<file path="src/rtl/edp_pkg.sv">
// Constants for the encoder divided pulse output block.
// Assumes a 32-bit APB bus and byte addresses in the word offsets.
package edp_pkg;

    // Register byte offsets
    localparam logic [7:0] CTRL_OFFS      = 8'h00;
    localparam logic [7:0] PPR_OFFS       = 8'h04;
    localparam logic [7:0] LIN_RES_OFFS   = 8'h08;
    localparam logic [7:0] ENC_RES_OFFS   = 8'h0C;
    localparam logic [7:0] PITCH_OFFS     = 8'h10;
    localparam logic [7:0] STATUS_OFFS    = 8'h14;
    localparam logic [7:0] POS_OFFS       = 8'h18;

    // Control field positions
    localparam int CTRL_LINEAR_BIT  = 0;
    localparam int CTRL_ROTDIR_BIT  = 1;
    localparam int CTRL_ORGDIR_BIT  = 2;
    localparam int CTRL_APPLY_BIT   = 3;

    // Status field positions
    localparam int STAT_ARMED_BIT   = 0;
    localparam int STAT_A_BIT       = 1;
    localparam int STAT_B_BIT       = 2;
    localparam int STAT_C_BIT       = 3;

    // Values after reset
    localparam logic [3:0]  CTRL_RESET    = 4'h0;
    localparam logic [31:0] PPR_RESET     = 32'h0000_0800;
    localparam logic [12:0] LIN_RES_RESET = 13'h0014;
    localparam logic [31:0] ENC_RES_RESET = 32'h0100_0000;
    localparam logic [31:0] PITCH_RESET   = 32'h0000_0100;

    // Quadrature edges per origin pulse: half an A period
    localparam logic [1:0]  ORIGIN_EDGES  = 2'h2;

endpackage

</file>
<file path="src/rtl/edp_pulse_out.sv">
// Encoder divided pulse output: APB registers, divider, origin gating.
// Assumes encoder step, direction and origin strobes on the same clock.
//
// Decided for this implementation: the placing of the registers and register access over APB.
`timescale 1ns/10ps

// Contract
// A and B are two pulse trains a quarter period apart.
// Rotary mode emits the set pulse count per motor revolution on A/B.
// Linear mode emits at the set output resolution, keeping quadrature.
// One origin pulse is emitted per revolution.
// The origin pulse lasts as long as one A pulse level.
// Reverse rotation setting keeps the same A, B and origin phase form.
// Origin select 0 gives forward-only origins, 1 gives both, at restart.
// In forward-only mode the encoder count direction gates the origin.
// The first forward origin crossing after power-on emits a pulse.
// After a forward origin pulse every later crossing emits one; the code fires armed reverse crossings only with origin select 1.
// Reverse crossings emit nothing until a forward one has fired.
// A direction dependent reference may give origin pulses at two spots.
// The host should turn two revolutions or go slow before homing.
// Linear output counts use pitch pulses times four over the setting; the code divides the setting by pitch pulses times four.
// Every output has a complementary rail that is its exact inverse.
// A leads B one way, B leads A the other, one phase per step.
module edp_pulse_out
(
    input  wire logic        i_sys_clk,
    input  wire logic        i_resetn,
    input  wire logic        psel,
    input  wire logic        penable,
    input  wire logic        pwrite,
    input  wire logic [7:0]  paddr,
    input  wire logic [31:0] pwdata,
    output logic [31:0]      prdata,
    output logic             pready,
    output logic             pslverr,
    input  wire logic        i_enc_step,
    input  wire logic        i_enc_up,
    input  wire logic        i_enc_origin,
    output logic             o_quad_a_out,
    output logic             o_quad_a_out_n,
    output logic             o_quad_b_out,
    output logic             o_quad_b_out_n,
    output logic             o_origin_pulse_out,
    output logic             o_origin_pulse_out_n
);

    // Reset release through two flops
    logic       rst_meta_n;
    logic       rst_n;

    always_ff @(posedge i_sys_clk or negedge i_resetn)
    begin
        if (!i_resetn)
        begin
            rst_meta_n <= 1'b0;
            rst_n      <= 1'b0;
        end
        else
        begin
            rst_meta_n <= 1'b1;
            rst_n      <= rst_meta_n;
        end
    end

    // Software view of the settings
    logic [3:0]  ctrl;
    logic [31:0] pulses_per_rev_setting;
    logic [12:0] linear_output_resolution_setting;
    logic [31:0] enc_counts_per_rev;
    logic [31:0] pitch_pulses;

    // Active copies, loaded only at restart
    logic        act_linear;
    logic        rotation_direction_select;
    logic        origin_direction_select;
    logic [33:0] act_num;
    logic [33:0] act_den;
    logic        cfg_loaded;

    // APB decode
    logic wr_en;
    logic rd_en;
    logic hit_ctrl;
    logic hit_ppr;
    logic hit_lin;
    logic hit_enc;
    logic hit_pitch;
    logic hit_stat;
    logic hit_pos;
    logic hit_any;
    logic restart;

    function automatic logic hit(input logic [7:0] a, input logic [7:0] o);
        hit = (a == o);
    endfunction

    assign wr_en     = psel && penable && pwrite;
    assign rd_en     = psel && !pwrite;
    assign hit_ctrl  = hit(paddr, edp_pkg::CTRL_OFFS);
    assign hit_ppr   = hit(paddr, edp_pkg::PPR_OFFS);
    assign hit_lin   = hit(paddr, edp_pkg::LIN_RES_OFFS);
    assign hit_enc   = hit(paddr, edp_pkg::ENC_RES_OFFS);
    assign hit_pitch = hit(paddr, edp_pkg::PITCH_OFFS);
    assign hit_stat  = hit(paddr, edp_pkg::STATUS_OFFS);
    assign hit_pos   = hit(paddr, edp_pkg::POS_OFFS);
    assign hit_any   = hit_ctrl || hit_ppr || hit_lin || hit_enc
                     || hit_pitch || hit_stat || hit_pos;
    // Zero wait states; unmapped access answers with an error
    assign pready    = 1'b1;
    assign pslverr   = psel && penable && !hit_any;
    // Apply bit stands in for a drive restart
    assign restart   = (wr_en && hit_ctrl
                       && pwdata[edp_pkg::CTRL_APPLY_BIT]) || !cfg_loaded;

    // Register writes
    always_ff @(posedge i_sys_clk or negedge rst_n)
    begin
        if (!rst_n)
        begin
            ctrl                             <= edp_pkg::CTRL_RESET;
            pulses_per_rev_setting           <= edp_pkg::PPR_RESET;
            linear_output_resolution_setting <= edp_pkg::LIN_RES_RESET;
            enc_counts_per_rev               <= edp_pkg::ENC_RES_RESET;
            pitch_pulses                     <= edp_pkg::PITCH_RESET;
        end
        else if (wr_en)
        begin
            if (hit_ctrl)
                ctrl <= {1'b0, pwdata[2:0]};
            if (hit_ppr)
                pulses_per_rev_setting <= pwdata;
            if (hit_lin)
                linear_output_resolution_setting <= pwdata[12:0];
            if (hit_enc)
                enc_counts_per_rev <= pwdata;
            if (hit_pitch)
                pitch_pulses <= pwdata;
        end
    end

    // Divider ratio: edges out per encoder count in
    logic [33:0] next_num;
    logic [33:0] next_den;
    logic [2:0]  wr_ctrl;

    // Settings written with the apply bit take effect in the same write
    assign wr_ctrl  = (wr_en && hit_ctrl) ? pwdata[2:0] : ctrl[2:0];
    assign next_num = wr_ctrl[edp_pkg::CTRL_LINEAR_BIT]
                    ? {21'h0, linear_output_resolution_setting}
                    : {pulses_per_rev_setting, 2'b00};
    assign next_den = wr_ctrl[edp_pkg::CTRL_LINEAR_BIT]
                    ? {pitch_pulses, 2'b00}
                    : {2'b00, enc_counts_per_rev};

    // Restart load: changes only act here
    always_ff @(posedge i_sys_clk or negedge rst_n)
    begin
        if (!rst_n)
        begin
            cfg_loaded                <= 1'b0;
            act_linear                <= 1'b0;
            rotation_direction_select <= 1'b0;
            origin_direction_select   <= 1'b0;
            act_num                   <= 34'h0;
            act_den                   <= 34'h1;
        end
        else if (restart)
        begin
            cfg_loaded                <= 1'b1;
            act_linear                <= wr_ctrl[edp_pkg::CTRL_LINEAR_BIT];
            rotation_direction_select <= wr_ctrl[edp_pkg::CTRL_ROTDIR_BIT];
            origin_direction_select   <= wr_ctrl[edp_pkg::CTRL_ORGDIR_BIT];
            act_num                   <= next_num;
            act_den                   <= next_den;
        end
    end

    // Bidirectional divider, residue kept in [0, den)
    logic [34:0] acc;
    logic [34:0] num_x;
    logic [34:0] den_x;
    logic [34:0] sum_up;
    logic        emit_up;
    logic        emit_dn;
    logic        emit;
    logic [34:0] next_acc;
    logic        out_up;

    assign num_x   = {1'b0, act_num};
    assign den_x   = {1'b0, act_den};
    assign sum_up  = acc + num_x;
    assign emit_up = i_enc_step && i_enc_up && (sum_up >= den_x);
    assign emit_dn = i_enc_step && !i_enc_up && (acc < num_x);
    assign emit    = (emit_up || emit_dn) && !restart;
    assign next_acc = !i_enc_step ? acc
                    : i_enc_up    ? (emit_up ? sum_up - den_x : sum_up)
                    : (emit_dn ? acc + den_x - num_x : acc - num_x);
    // Flip the count sense only, so the A/B/C form stays the same
    assign out_up  = i_enc_up ^ rotation_direction_select;

    always_ff @(posedge i_sys_clk or negedge rst_n)
    begin
        if (!rst_n)
            acc <= 35'h0;
        else if (restart)
            acc <= 35'h0;
        else
            acc <= next_acc;
    end

    // Output position count for software
    logic [31:0] out_pos;

    always_ff @(posedge i_sys_clk or negedge rst_n)
    begin
        if (!rst_n)
            out_pos <= 32'h0;
        else if (restart)
            out_pos <= 32'h0;
        else if (emit)
            out_pos <= out_up ? out_pos + 32'h1 : out_pos - 32'h1;
    end

    // Quadrature pair generator
    edp_quad_gen u_quad
    (
        .i_sys_clk (i_sys_clk),
        .i_rst_n   (rst_n),
        .i_step    (emit),
        .i_up      (out_up),
        .o_a       (o_quad_a_out),
        .o_a_n     (o_quad_a_out_n),
        .o_b       (o_quad_b_out),
        .o_b_n     (o_quad_b_out_n)
    );

    // Origin gating; raw encoder direction decides, not the motion
    // setting, and the armed flag survives until restart
    logic armed;
    logic org_fire;
    logic org_fwd;
    logic org_rev;

    assign org_fwd  = i_enc_origin && i_enc_up;
    assign org_rev  = i_enc_origin && !i_enc_up;
    assign org_fire = org_fwd
                    || (org_rev && origin_direction_select
                        && armed);

    always_ff @(posedge i_sys_clk or negedge rst_n)
    begin
        if (!rst_n)
            armed <= 1'b0;
        else if (org_fwd)
            armed <= 1'b1;
        else if (restart)
            armed <= 1'b0;
    end

    // Origin held for two quadrature edges, one A level wide
    logic [1:0] org_left;
    logic       org_on;
    logic       next_org_on;
    logic [1:0] next_org_left;

    // Each origin event fires anew, so a two-spot reference shows twice
    assign next_org_left = org_fire ? edp_pkg::ORIGIN_EDGES
                         : (emit && org_left != 2'h0)
                           ? org_left - 2'h1 : org_left;
    assign next_org_on   = next_org_left != 2'h0;

    always_ff @(posedge i_sys_clk or negedge rst_n)
    begin
        if (!rst_n)
        begin
            org_left             <= 2'h0;
            org_on               <= 1'b0;
            o_origin_pulse_out   <= 1'b0;
            o_origin_pulse_out_n <= 1'b1;
        end
        else
        begin
            org_left             <= next_org_left;
            org_on               <= next_org_on;
            o_origin_pulse_out   <= next_org_on;
            o_origin_pulse_out_n <= ~next_org_on;
        end
    end

    // Read mux, registered so prdata comes from flops
    logic [31:0] rd_mux;

    assign rd_mux = hit_ctrl  ? {29'h0, ctrl[2:0]}
                  : hit_ppr   ? pulses_per_rev_setting
                  : hit_lin   ? {19'h0, linear_output_resolution_setting}
                  : hit_enc   ? enc_counts_per_rev
                  : hit_pitch ? pitch_pulses
                  : hit_stat  ? {28'h0, org_on, o_quad_b_out,
                                 o_quad_a_out, armed}
                  : hit_pos   ? out_pos
                  : 32'h0;

    // Data loaded in setup so it is steady through the access phase
    always_ff @(posedge i_sys_clk or negedge rst_n)
    begin
        if (!rst_n)
            prdata <= 32'h0;
        else if (rd_en && !penable)
            prdata <= rd_mux;
    end
endmodule // edp_pulse_out

</file>
<file path="src/rtl/edp_quad_gen.sv">
// Quadrature step generator: one output edge per step request.
// Assumes step and dir come from logic on the same clock.
`timescale 1ns/10ps
module edp_quad_gen
(
    input  wire logic i_sys_clk,
    input  wire logic i_rst_n,
    input  wire logic i_step,
    input  wire logic i_up,
    output logic      o_a,
    output logic      o_a_n,
    output logic      o_b,
    output logic      o_b_n
);

    logic [1:0] phase;
    logic [1:0] next_phase;
    logic       next_a;
    logic       next_b;

    // Gray walk 00,10,11,01: up lets A lead, down lets B lead
    assign next_phase = !i_step ? phase
                      : i_up   ? phase + 2'h1
                      :          phase - 2'h1;
    assign next_a = (next_phase == 2'h1) || (next_phase == 2'h2);
    assign next_b = (next_phase == 2'h2) || (next_phase == 2'h3);

    // Both rails of each pair from their own flop
    always_ff @(posedge i_sys_clk or negedge i_rst_n)
    begin
        if (!i_rst_n)
        begin
            phase <= 2'h0;
            o_a   <= 1'b0;
            o_a_n <= 1'b1;
            o_b   <= 1'b0;
            o_b_n <= 1'b1;
        end
        else
        begin
            phase <= next_phase;
            o_a   <= next_a;
            o_a_n <= ~next_a;
            o_b   <= next_b;
            o_b_n <= ~next_b;
        end
    end

endmodule // edp_quad_gen

</file>
<file path="config.mk">
export PLATFORM = sky130hd
export DESIGN_NAME = edp_pulse_out
export DESIGN_NICKNAME = d
export VERILOG_FILES = /design/src/rtl/edp_pkg.sv /design/src/rtl/edp_pulse_out.sv /design/src/rtl/edp_quad_gen.sv
export SDC_FILE = /design/constraint.sdc
export NUM_CORES = 1
export LEC_CHECK = 0
export ABC_AREA = 1
export BUFFER_PORTS_ARGS = -buffer_cell sky130_fd_sc_hd__buf_2
export CORE_MARGIN = 1.5
export CORE_UTILIZATION = 57
export CTS_BUF_LIST = sky130_fd_sc_hd__clkbuf_16
export CTS_CLUSTER_DIAMETER = 80
export DETAILED_ROUTE_END_ITERATION = 6
export PLACE_DENSITY = 0.74
export SKIP_CTS_REPAIR_TIMING = 1
export SLEW_MARGIN = 30
export SYNTH_ARGS = -nofsm -noshare
export SYNTH_HDL_FRONTEND = slang
export SYNTH_SLANG_ARGS = --single-unit
</file>
<file path="constraint.sdc">
create_clock -name i_sys_clk -period 10 [get_ports i_sys_clk]
set_clock_uncertainty 0.05 [all_clocks]
set_input_delay 2 -clock i_sys_clk [delete_from_list [all_inputs] [get_ports i_sys_clk]]
set_output_delay 2 -clock i_sys_clk [all_outputs]
set_load 0.02 [all_outputs]
</file>
; ---- After elaboration in Yosys (flattened, before gate mapping)
; Cells that the tools add are included.
[classes]
n_addsub = 10
order_cmp = 2
eq_ne = 9
n_mux = 24
n_bitwise = 4
reduce_logical = 45
[op_table]
columns = operator, n
row1 = $mux 32, 10
row2 = $mux 35, 5
row3 = $sub 35x34->35, 3
row4 = $add 35x34->35, 2
row5 = $mux 34, 2
row6 = $ge 35x34->1, 1
row7 = $lt 35x34->1, 1
row8 = $add 32x1->32 const B, 1
row9 = $sub 32x1->32 const B, 1
row10 = $eq 8x5->1 const B, 3
row11 = $logic_and 1x1->1, 17
row12 = $eq 8x4->1 const B, 2
row13 = $logic_or 1x1->1, 11
row14 = $reduce_and 2->1, 5
row15 = $reduce_bool 2->1, 5
row16 = $eq 8x3->1 const B, 1
row17 = $logic_not 8->1, 1
row18 = $mux 2, 4
row19 = $logic_not 1->1, 6
row20 = $eq 2x2->1 const B, 2
row21 = $sub 2x1->2 const B, 2
row22 = $mux 3, 1
row23 = $not 1->1, 3
row24 = $add 2x1->2 const B, 1
row25 = other kinds (3), 4
[totals]
register_bits = 295
inputBits = 48
out_inout_bits = 40
wordCells = 118

; ---- Depth between registers and ports, before layout
; Gate-level depths: netlist (run 1).
[depth]
ltp_word = 12
mapped_depth = 34
ltp_nobuf = 33

; ---- Hierarchy
; A second synthesis (run 1) with hierarchy kept.
[unflattened]
cells_unflattened = 3623
hier_area_um2 = 25081.6
[modules_own_cells]
columns = module, instances, cells_per_inst, area_per_inst_um2, seq_area_each_um2
row1 = edp_pulse_out, 1, 3601, 24842.6, 7240.7
row2 = edp_quad_gen, 1, 22, 239.0, 152.6

; ---- Least setup slack after synthesis (run 1)
; OpenSTA, ideal clock, no wires.
[synth_timing]
path_type = input port to flip-flop
startpoint = input i_enc_up
endpoint = register out_pos[18]
setup_time_ns = 0.126
arrival_ns = 5.610
required_ns = 9.824
slack_ns = 4.214
path_stages = 12
path_buffers = 1
cell_sequence = clkbuf_1 xnor2_1 ha_1 o21ai_0 inv_1 a21oi_1 nor2_1 nor2_1 o21ai_0 a21oi_1 xor2_1 o22ai_2
[synth_between]
elab_chain_len = 6
elab_cells_between_ends = 12
classes_between = mux (3) / bitwise (1) / reduce/logical (8)
[synth_rtl]
columns = element, line
row1 = from (decl), edp_pulse_out.sv:37  ; input wire logic i_enc_up,
row2 = $logic_not 1->1, edp_pulse_out.sv:193  ; assign emit_dn = i_enc_step && !i_enc_up && (acc < num_x);
row3 = $logic_and 1x1->1 (2 in series), edp_pulse_out.sv:193
row4 = $logic_or 1x1->1, edp_pulse_out.sv:194  ; assign emit = (emit_up || emit_dn) && !restart;
row5 = $logic_and 1x1->1, edp_pulse_out.sv:194
row6 = $reduce_bool 2->1 (no source line), n/a
row7 = to (signal assigned), edp_pulse_out.sv:221  ; out_pos <= out_up ? out_pos + 32'h1 : out_pos - 32'h1;
row8 = to (decl), edp_pulse_out.sv:212  ; logic [31:0] out_pos;
; Several ways; a longest one is shown, not always the timed one. The select of a mux whose other input is x is not followed.
; A chain may end at the register's enable or synchronous reset.

; ---- Worst setup path in the final report (run 1)
[layout_timing]
startpoint = register act_num[2]
endpoint = register u_quad.o_b
[layout_between]
elab_chain_len = 8
elab_cells_between_ends = 11
classes_between = add/sub (1) / order compare (2) / eq/ne (2) / mux (1) / reduce/logical (5)
[layout_rtl]
columns = element, line
row1 = from (decl), edp_pulse_out.sv:76  ; logic [33:0] act_num;
row2 = from (signal assigned), edp_pulse_out.sv:173  ; act_num <= next_num;
row3 = $add 35x34->35, edp_pulse_out.sv:191  ; assign sum_up = acc + num_x;
row4 = $ge 35x34->1, edp_pulse_out.sv:192  ; assign emit_up = i_enc_step && i_enc_up && (sum_up >= den_x);
row5 = $logic_and 1x1->1, edp_pulse_out.sv:192
row6 = $logic_or 1x1->1 *, edp_pulse_out.sv:194
row7 = $logic_and 1x1->1 *, edp_pulse_out.sv:194
row8 = $mux 2 *, edp_quad_gen.sv:22  ; assign next_phase = !i_step ? phase
row9 = net u_quad.next_phase[1], edp_quad_gen.sv:17  ; logic [1:0] next_phase;
row10 = $eq 2x2->1, edp_quad_gen.sv:26  ; assign next_b = (next_phase == 2'h2) || (next_phase == 2'h3);
row11 = $logic_or 1x1->1 *, edp_quad_gen.sv:26
row12 = net u_quad.next_b, edp_quad_gen.sv:19  ; logic next_b;
row13 = to (signal assigned), edp_quad_gen.sv:44  ; o_b <= next_b;
row14 = to (decl), edp_quad_gen.sv:12  ; output logic o_b,
; The timed path passes the listed nets; every way through them passes the cells marked *.

==> results.toml, run 1 <==
[logic_synthesis]
fraction_of_synthesized_cell_area_taken_by_the_top_area_cell_type_pct = 28.54
ys_ff_latch = 295
syn-instance-count = 3627
ys_dominant_reg_cell = "dfrtp_1"
async_reset_ff_share_pct = 100.0
synth.distinct_cells = 61
synth_sequential_area_ratio_pct = 29.48
yosysTopAreaCell = "dfrtp_1"
netlist_area_sq_um = 25080
edff_count_synth = 0
syn_area_per_cell_sq_um = 6.914
synth_warnings = 0
leading_cell_types_by_total_area_after_synthesis = "dfrtp_1 (29%), nand2_1 (13%), inv_1 (8.6%)"

[detailed_routing]
vias_per_cell = 5.948
drc = 0
antenna_left = 0
route.final.wire_length_mm = 92.50
wl_per_cell_um = 21.67
drt_pass1_iterations = 6
detailedRoute.firstIterationViolations = 2670
via_count = 25390

[final_layout]
layout_commonest_cell = "nand2_1"
syn_to_final_growth_pct = 8.048
fillCellCount = 4199
drive_gt1_share_pct = 6.922
final_nets = 3915
final_cell_mix = "nand2_1 (878), inv_1 (581), o21ai_0 (351)"
number_of_diodes_added_for_antenna_fixing = 0
final_cell_area_sq_um = 27090

[setup_path]
endpoint_kind = "flop"
timing.critical_path.arrival_ns = 6.46
critical_path_peak_fanout = 22
cpMostUsedCell = "nand2_1"
max_stage_delay_ns = 0.52
worst_ep_required_time_ns = 10.38
worst_path_max_delay_cell = "ha_1"
critical_path.startpoint_type = "flop"
critPathKind = "reg2reg"

[die]
ios = 88
dieWidth_um = 212.7
initial_core_util_pct = 57.96
core-area_sq_um = 43270
die-area_sq_um = 45260
height_of_the_die_um = 212.7
core.rowCount = 76

[hold_path]
hp_class = "reg2async"

[run]
maxCapViolCount = 0

[timing]
final.min_clock_period_ns = 6.076
finalMaxSlewViolations = 0
final.period_utilization_pct = 60.76
setup_viol = 0
hold_violations = 0
maxSlewHeadroom_pct = 30.70
tns_setup_ns = 0
max_clock_freq_mhz = 164.6
rsz0062_at_grt = "false"
worst_slew_pin_slew_ns = 1.037

[cts]
tritoncts = "done"
clock_tree.htree_level_count = 2
cts_sinks = 295
cts_made_buffers = 34
clock_transition_at_the_registers_of_the_reported_paths_ns = 0.07
worstSkewPairLatency_ns = 0.54
root_buffer = "clkbuf_16"
cts_max_path_buffers = 3

[global_routing]
largest_net_degree_at_the_start_of_global_routing = 181
grt_antenna_before_repair = 1
grt_remaining_overflow = 0
grt_first_pass_wirelength_mm = 139.5
grt_pass1_vias = 24360
grt_usage_pct = 40.91

[run_status]
outcome = "finished, final reports clean"

[power_and_ir_drop]
power.density_nw_per_um2 = 208.4
power.static_leakage_nw = 14.00
maximum_resistive_drop_on_vdd_uv = 154.1

[place]
total_of_buffers_placed_on_input_and_output_ports = 86
hpwl_mm = 71.67
globalplace.congestion = 1.052
detailed_place.area_sq_um = 25950
## synthesized netlist by cell type, types with 4 or more instances
cell and n:
nor4_1 7, a221oi_1 6, xor2_1 84, nor2_2 5, buf_2 35, fa_1 38
a21o_1 18, xnor2_1 46, nand4_1 31, buf_4 10, or2_2 16, o21ai_1 8
o21ai_0 351, a31oi_1 27, a21boi_0 10, o221ai_1 10, nor2_1 264, dfstp_2 9
o2111ai_1 21, o21a_1 4, o211ai_1 45, clkbuf_1 62, inv_1 575, o22ai_2 22
a211oi_1 6, dfrtp_1 286, nand2_2 5, nand3b_1 5, o21bai_1 28, nor3_1 38
nand3_1 212, inv_2 14, nand2_1 882, ha_1 169, o22ai_1 4, a21oi_1 233
## layout make-up
cell class                      instances  area [sq um]  area share (%)
Clock inverter                         25         241.5          0.8913
Clock buffer                           35         875.8           3.233
Tap cell                              585         732.0           2.701
Inverter                              591          2218           8.188
Multi-Input combinational cell       2631         15010           55.38
Sequential cell                       295          7397           27.30
Timing Repair Buffer                  107         624.3           2.304
## state kept, by name, indices dropped and copies added (netlist names), 2 cells and up
signal / cells
prdata: 32
ctrl: 3
linear_output_resolution_setting: 13
u_quad.phase: 2
act_den: 34
out_pos: 32
pulses_per_rev_setting: 32
enc_counts_per_rev: 32
org_left: 2
acc: 35
act_num: 34
pitch_pulses: 32
## cell families (layout without fill, tap and decap cells)
family,Yosys count,count (layout),synth area share [%]
compound gates,809,809,18.94
xor+xnor,130,130,4.540
fa+ha+maj,207,207,11.47
buf+inv,703,758,10.94
flops,295,295,29.48
other cells,1,3,0.01495
simple gates,1482,1482,24.62
## stage by stage
| step | instances | setup slack (ns) | total power [W] | hold slack (ns) | util, % |
|---|---|---|---|---|---|
| final | 4269 | 3.924 | 0.005646 | 0.2788 | 62.62 |
| after global routing | 4269 | 3.503 | 0.005962 | 0.3234 | 62.62 |
| after CTS | 4268 | 4.040 | 0.005519 | 0.3116 | 62.55 |
| after detailed placement | 4208 | 4.053 | 0.004230 | 0.2857 | 59.97 |
| after global placement | 4208 | 4.060 | 0.004238 | 0.2975 | 59.95 |
| after floorplan | 3629 | 1.135 | 0.003416 | 0.2812 | - |
## report_power, final
group	internal, W	total, W	switching [W]	leakage (nW)
registers	0.00130	0.00139	0.0000919	3.99
logic	0.000931	0.00297	0.00204	9.44
clock network	0.000745	0.00129	0.000545	0.565
## final timing paths
| path | startpoint | end | slack, ns | cells after the start |
|---|---|---|---|---|
| worst max-delay path | act_num[2] | u_quad.o_b | 3.92 | 32 |
| worst min-delay path | rst_n | pitch_pulses[5] | 0.28 | 1 |
| worst max register to register | act_num[2] | u_quad.o_b | 3.92 | 32 |
| worst min register to register | rst_n | pitch_pulses[5] | 0.28 | 1 |
| max in group asynchronous | rst_n | act_den[22] | 8.01 | 3 |
| min in group i_sys_clk | rst_meta_n | rst_n | 0.31 | 0 |
## per-layer routing
metal / GRT usage (%) / part of all wire [%] / vias to the layer above
li1: - / - / 11890
met1: 53.78 / 40 / 11910
met2: 63.87 / 43 / 1351
met3: 9.045 / 11 / 235
met4: 19.91 / 5.5 / 0
met5: 0 / 0 / -
## critical path: cells and delay by family (launching register included)
family	cells	cell delay [ns]
AND/OR/NAND/NOR	20	2.48
AO/OA/AOI/OAI	5	1.54
adder cells (fa/ha/maj)	3	1.07
flip-flops	1	0.40
buffers and inverters	4	0.39
Power figures use the tool's default switching activity.
==> inputs of run 2 (changes only) <==
--- a/config.mk
+++ b/config.mk
@@ -5,14 +5,14 @@
 export SDC_FILE = /design/constraint.sdc
 export NUM_CORES = 1
 export LEC_CHECK = 0
-export ABC_AREA = 1
+export ABC_AREA = 0
 export BUFFER_PORTS_ARGS = -buffer_cell sky130_fd_sc_hd__buf_2
 export CORE_MARGIN = 1.5
 export CORE_UTILIZATION = 57
 export CTS_BUF_LIST = sky130_fd_sc_hd__clkbuf_16
 export CTS_CLUSTER_DIAMETER = 80
 export DETAILED_ROUTE_END_ITERATION = 6
-export PLACE_DENSITY = 0.74
+export PLACE_DENSITY = 0.77
 export SKIP_CTS_REPAIR_TIMING = 1
 export SLEW_MARGIN = 30
 export SYNTH_ARGS = -nofsm -noshare
==> constraint.sdc (replaced) <==
create_clock -name i_sys_clk -period 5 [get_ports i_sys_clk]
set_clock_uncertainty 0.05 [all_clocks]
set_input_delay 1 -clock i_sys_clk [delete_from_list [all_inputs] [get_ports i_sys_clk]]
set_output_delay 1 -clock i_sys_clk [all_outputs]
set_load 0.02 [all_outputs]
==> run 2 against run 1 <==
Compared with the run above:
- the flow now finishes with violations (design-rule violations, negative setup slack)
- clock power is 87% higher
- die area is 10% lower
- via count is 16% lower
- clock-buffer cell count stayed put
- critical path depth is 5 lower
- non-clock buffer count is 320 higher
- synthesized cell count is 30% lower
- combinational power grew to 3.5 times the previous value
- first-iteration DRC count is 11% lower
- utilization is 8.0 points higher
- critical path type unchanged
- largest cell class unchanged
==> results.toml, run 2 <==
[run_status]
outcome = "complete, but fails checks"
violations_in_the_final_reports = "design-rule violations, negative setup slack"

[power_and_ir_drop]
internal_power_w = 0.008729
p_switching_w = 0.007135
power.share.clock_pct = 15.2
seq_power_share_pct = 18.7
switching_share_pct = 44.98
maximum_resistive_drop_on_vdd_uv = 388.4
pwr-share-comb_pct = 66.1
power.density_nw_per_um2 = 578.8
power.static_leakage_nw = 13.60
power_w = 0.01586

[setup_path]
reg2reg_setup_slack_ns = -0.75
max_stage_delay_ns = 0.37
critical_path_peak_fanout = 7
worst_ep_required_time_ns = 5.41
reg2reg_from = "acc[0]"
critPathKind = "reg2reg"
endpoint_kind = "flop"
timing.critical_path.arrival_ns = 6.17
crit-reg2reg-capture = "acc[10]"
cpMostUsedCell = "a21o_1"
worst_path_max_delay_cell = "dfrtp_1"
count_of_cells_along_the_worst_register_to_register_path = 27
critical_path.startpoint_type = "flop"

[timing]
hold_violations = 0
finalMaxSlewViolations = 0
max_clock_freq_mhz = 173.9
maxSlewHeadroom_pct = 35.71
setup_viol = 77
final.period_utilization_pct = 115.0
final.min_clock_period_ns = 5.752
fin_hold_ws_ns = 0.1999
worst_slew_pin_slew_ns = 0.9579
rsz0062_at_grt = "true"
fin_ws_ns = -0.7518

[logic_synthesis]
edff_count_synth = 0
ys_dominant_reg_cell = "dfrtp_1"
fraction_of_synthesized_cell_area_taken_by_the_top_area_cell_type_pct = 31.78
async_reset_ff_share_pct = 100.0
netlist_area_sq_um = 22520
synth_sequential_area_ratio_pct = 32.83
syn_area_per_cell_sq_um = 8.835
synth.distinct_cells = 79
ys_ff_latch = 295
synth_warnings = 0
post-synth-top-count-cell = "dfrtp_1"
leading_cell_types_by_total_area_after_synthesis = "dfrtp_1 (32%), ha_1 (9.4%), mux2_2 (6.2%)"
syn-instance-count = 2549
synth_top_cells_by_count = "dfrtp_1 (286), nand2_1 (254), inv_1 (234)"
yosysTopAreaCell = "dfrtp_1"

[final_layout]
fillCellCount = 2956
final_nets = 3155
final_cell_mix = "buf_4 (321), dfrtp_1 (285), nand2_1 (250)"
final_core_utilization_pct = 70.59
layout_top_registers = "acc (35), act_den (34), act_num (34)"
largest_register_ffs = 35
layout_commonest_cell = "buf_4"
drive_gt1_share_pct = 23.38
post_layout_nonfiller_instances = 3444
most_flops_register = "acc"
syn_to_final_growth_pct = 21.70

[cts]
root_buffer = "clkbuf_16"
cts_sinks = 295
tritoncts = "done"
worstSkewPairLatency_ns = 0.53
clock_tree.htree_level_count = 2
cts_max_path_buffers = 3
clock_transition_at_the_registers_of_the_reported_paths_ns = 0.06
cts_made_buffers = 34

[global_routing]
met3_usage_pct = 6.772
grt_first_pass_wirelength_mm = 116.1
grt_pass1_vias = 20470
largest_net_degree_at_the_start_of_global_routing = 154
grtUsageMet2_pct = 55.21
grt.met1_usage_pct = 53.67
grt_remaining_overflow = 0
grt_usage_pct = 36.49
grt_antenna_before_repair = 4
most_crowded_layer_after_global_routing = "met2"

[hold_path]
hp_class = "in2async"

[place]
hpwl_mm = 57.42
numPlacedInstances = 3358
globalplace.congestion = 1.012
pre_cts_ws_ns = -0.8157
total_of_buffers_placed_on_input_and_output_ports = 86

[die]
core-area_sq_um = 38830
ios = 88
initial_core_util_pct = 58.00
height_of_the_die_um = 201.8
dieWidth_um = 201.8
core.rowCount = 72
die-area_sq_um = 40710

[detailed_routing]
wl_per_cell_um = 22.23
route.final.wire_length_mm = 76.56
vias_per_cell = 6.175
detailedRoute.firstIterationViolations = 2371
via_count = 21270
drc = 2
drt_pass1_iterations = 7
antenna_left = 0

[run]
maxCapViolCount = 0
[run 2: layout make-up]
| class | instances | area, sq um | share of cell area, % |
|---|---|---|---|
| diodes | 1 | 2.502 | 0.009130 |
| clock buffers | 35 | 875.8 | 3.196 |
| clock inverters | 26 | 166.4 | 0.6072 |
| inverters | 235 | 882.1 | 3.218 |
| multi-input cells | 1907 | 14210 | 51.86 |
| flip-flops and latches | 295 | 7397 | 26.99 |
| well taps | 518 | 648.1 | 2.365 |
| repair buffers | 427 | 3222 | 11.76 |
[run 2: worst max-delay path by stage]
stage / cells past startpoint / slack, ns / from / endpoint
after floorplan: 27 / -0.49 / act_num[0] / u_quad.o_b
final: 27 / -0.75 / acc[0] / acc[10]
after global routing: 28 / -0.93 / acc[0] / u_quad.o_b
after detailed placement: 29 / -0.82 / act_num[0] / u_quad.o_b
after CTS: 29 / -0.88 / acc[0] / u_quad.o_b
after global placement: 29 / -0.66 / act_num[0] / u_quad.o_b
[run 2: kinds of logic after synthesis]
family | after synthesis | share of synthesized area (%)
compound gates | 740 | 20.86
xor+xnor | 151 | 5.873
fa+ha+maj | 207 | 12.77
buf+inv | 349 | 5.934
flops | 295 | 32.83
mux | 203 | 9.706
other cells | 1 | 0.01665
simple gates | 603 | 12.02
[run 2: critical path, delay by kind of cell (launching register included)]
family,cells,cell delay [ns]
compound gates,12,2.16
xor+xnor,1,0.06
fa+ha+maj,3,0.91
buf+inv,4,0.58
flops,1,0.37
mux,1,0.26
simple gates,6,1.27
[run 2: power by group through the flow]
stage	logic (W)	registers, W	clock network [W]
finish	0.0105	0.00296	0.00241
CTS	0.00960	0.00293	0.00241
global route	0.0113	0.00298	0.00251
detailed placement	0.00950	0.00297	0
floorplan	0.00618	0.00292	0
global placement	0.00933	0.00296	0
[run 2: stage by stage]
step / cell area (sq um) / setup TNS (ns)
4_1_cts: 26810 / -51.05
3_3_place_gp: 25770 / -36.03
3_5_place_dp: 25770 / -47.24
2_1_floorplan: 22650 / -18.88
5_1_grt: 27410 / -61.56
6_report: 27410 / -48.86
[run 2: metal layers]
layer  part of all wire, %  vias to the layer above
met3                    10                      164
li1                      -                     9692
met4                   3.2                        0
met2                    43                     1148
met5                     0                        -
met1                    43                    10260
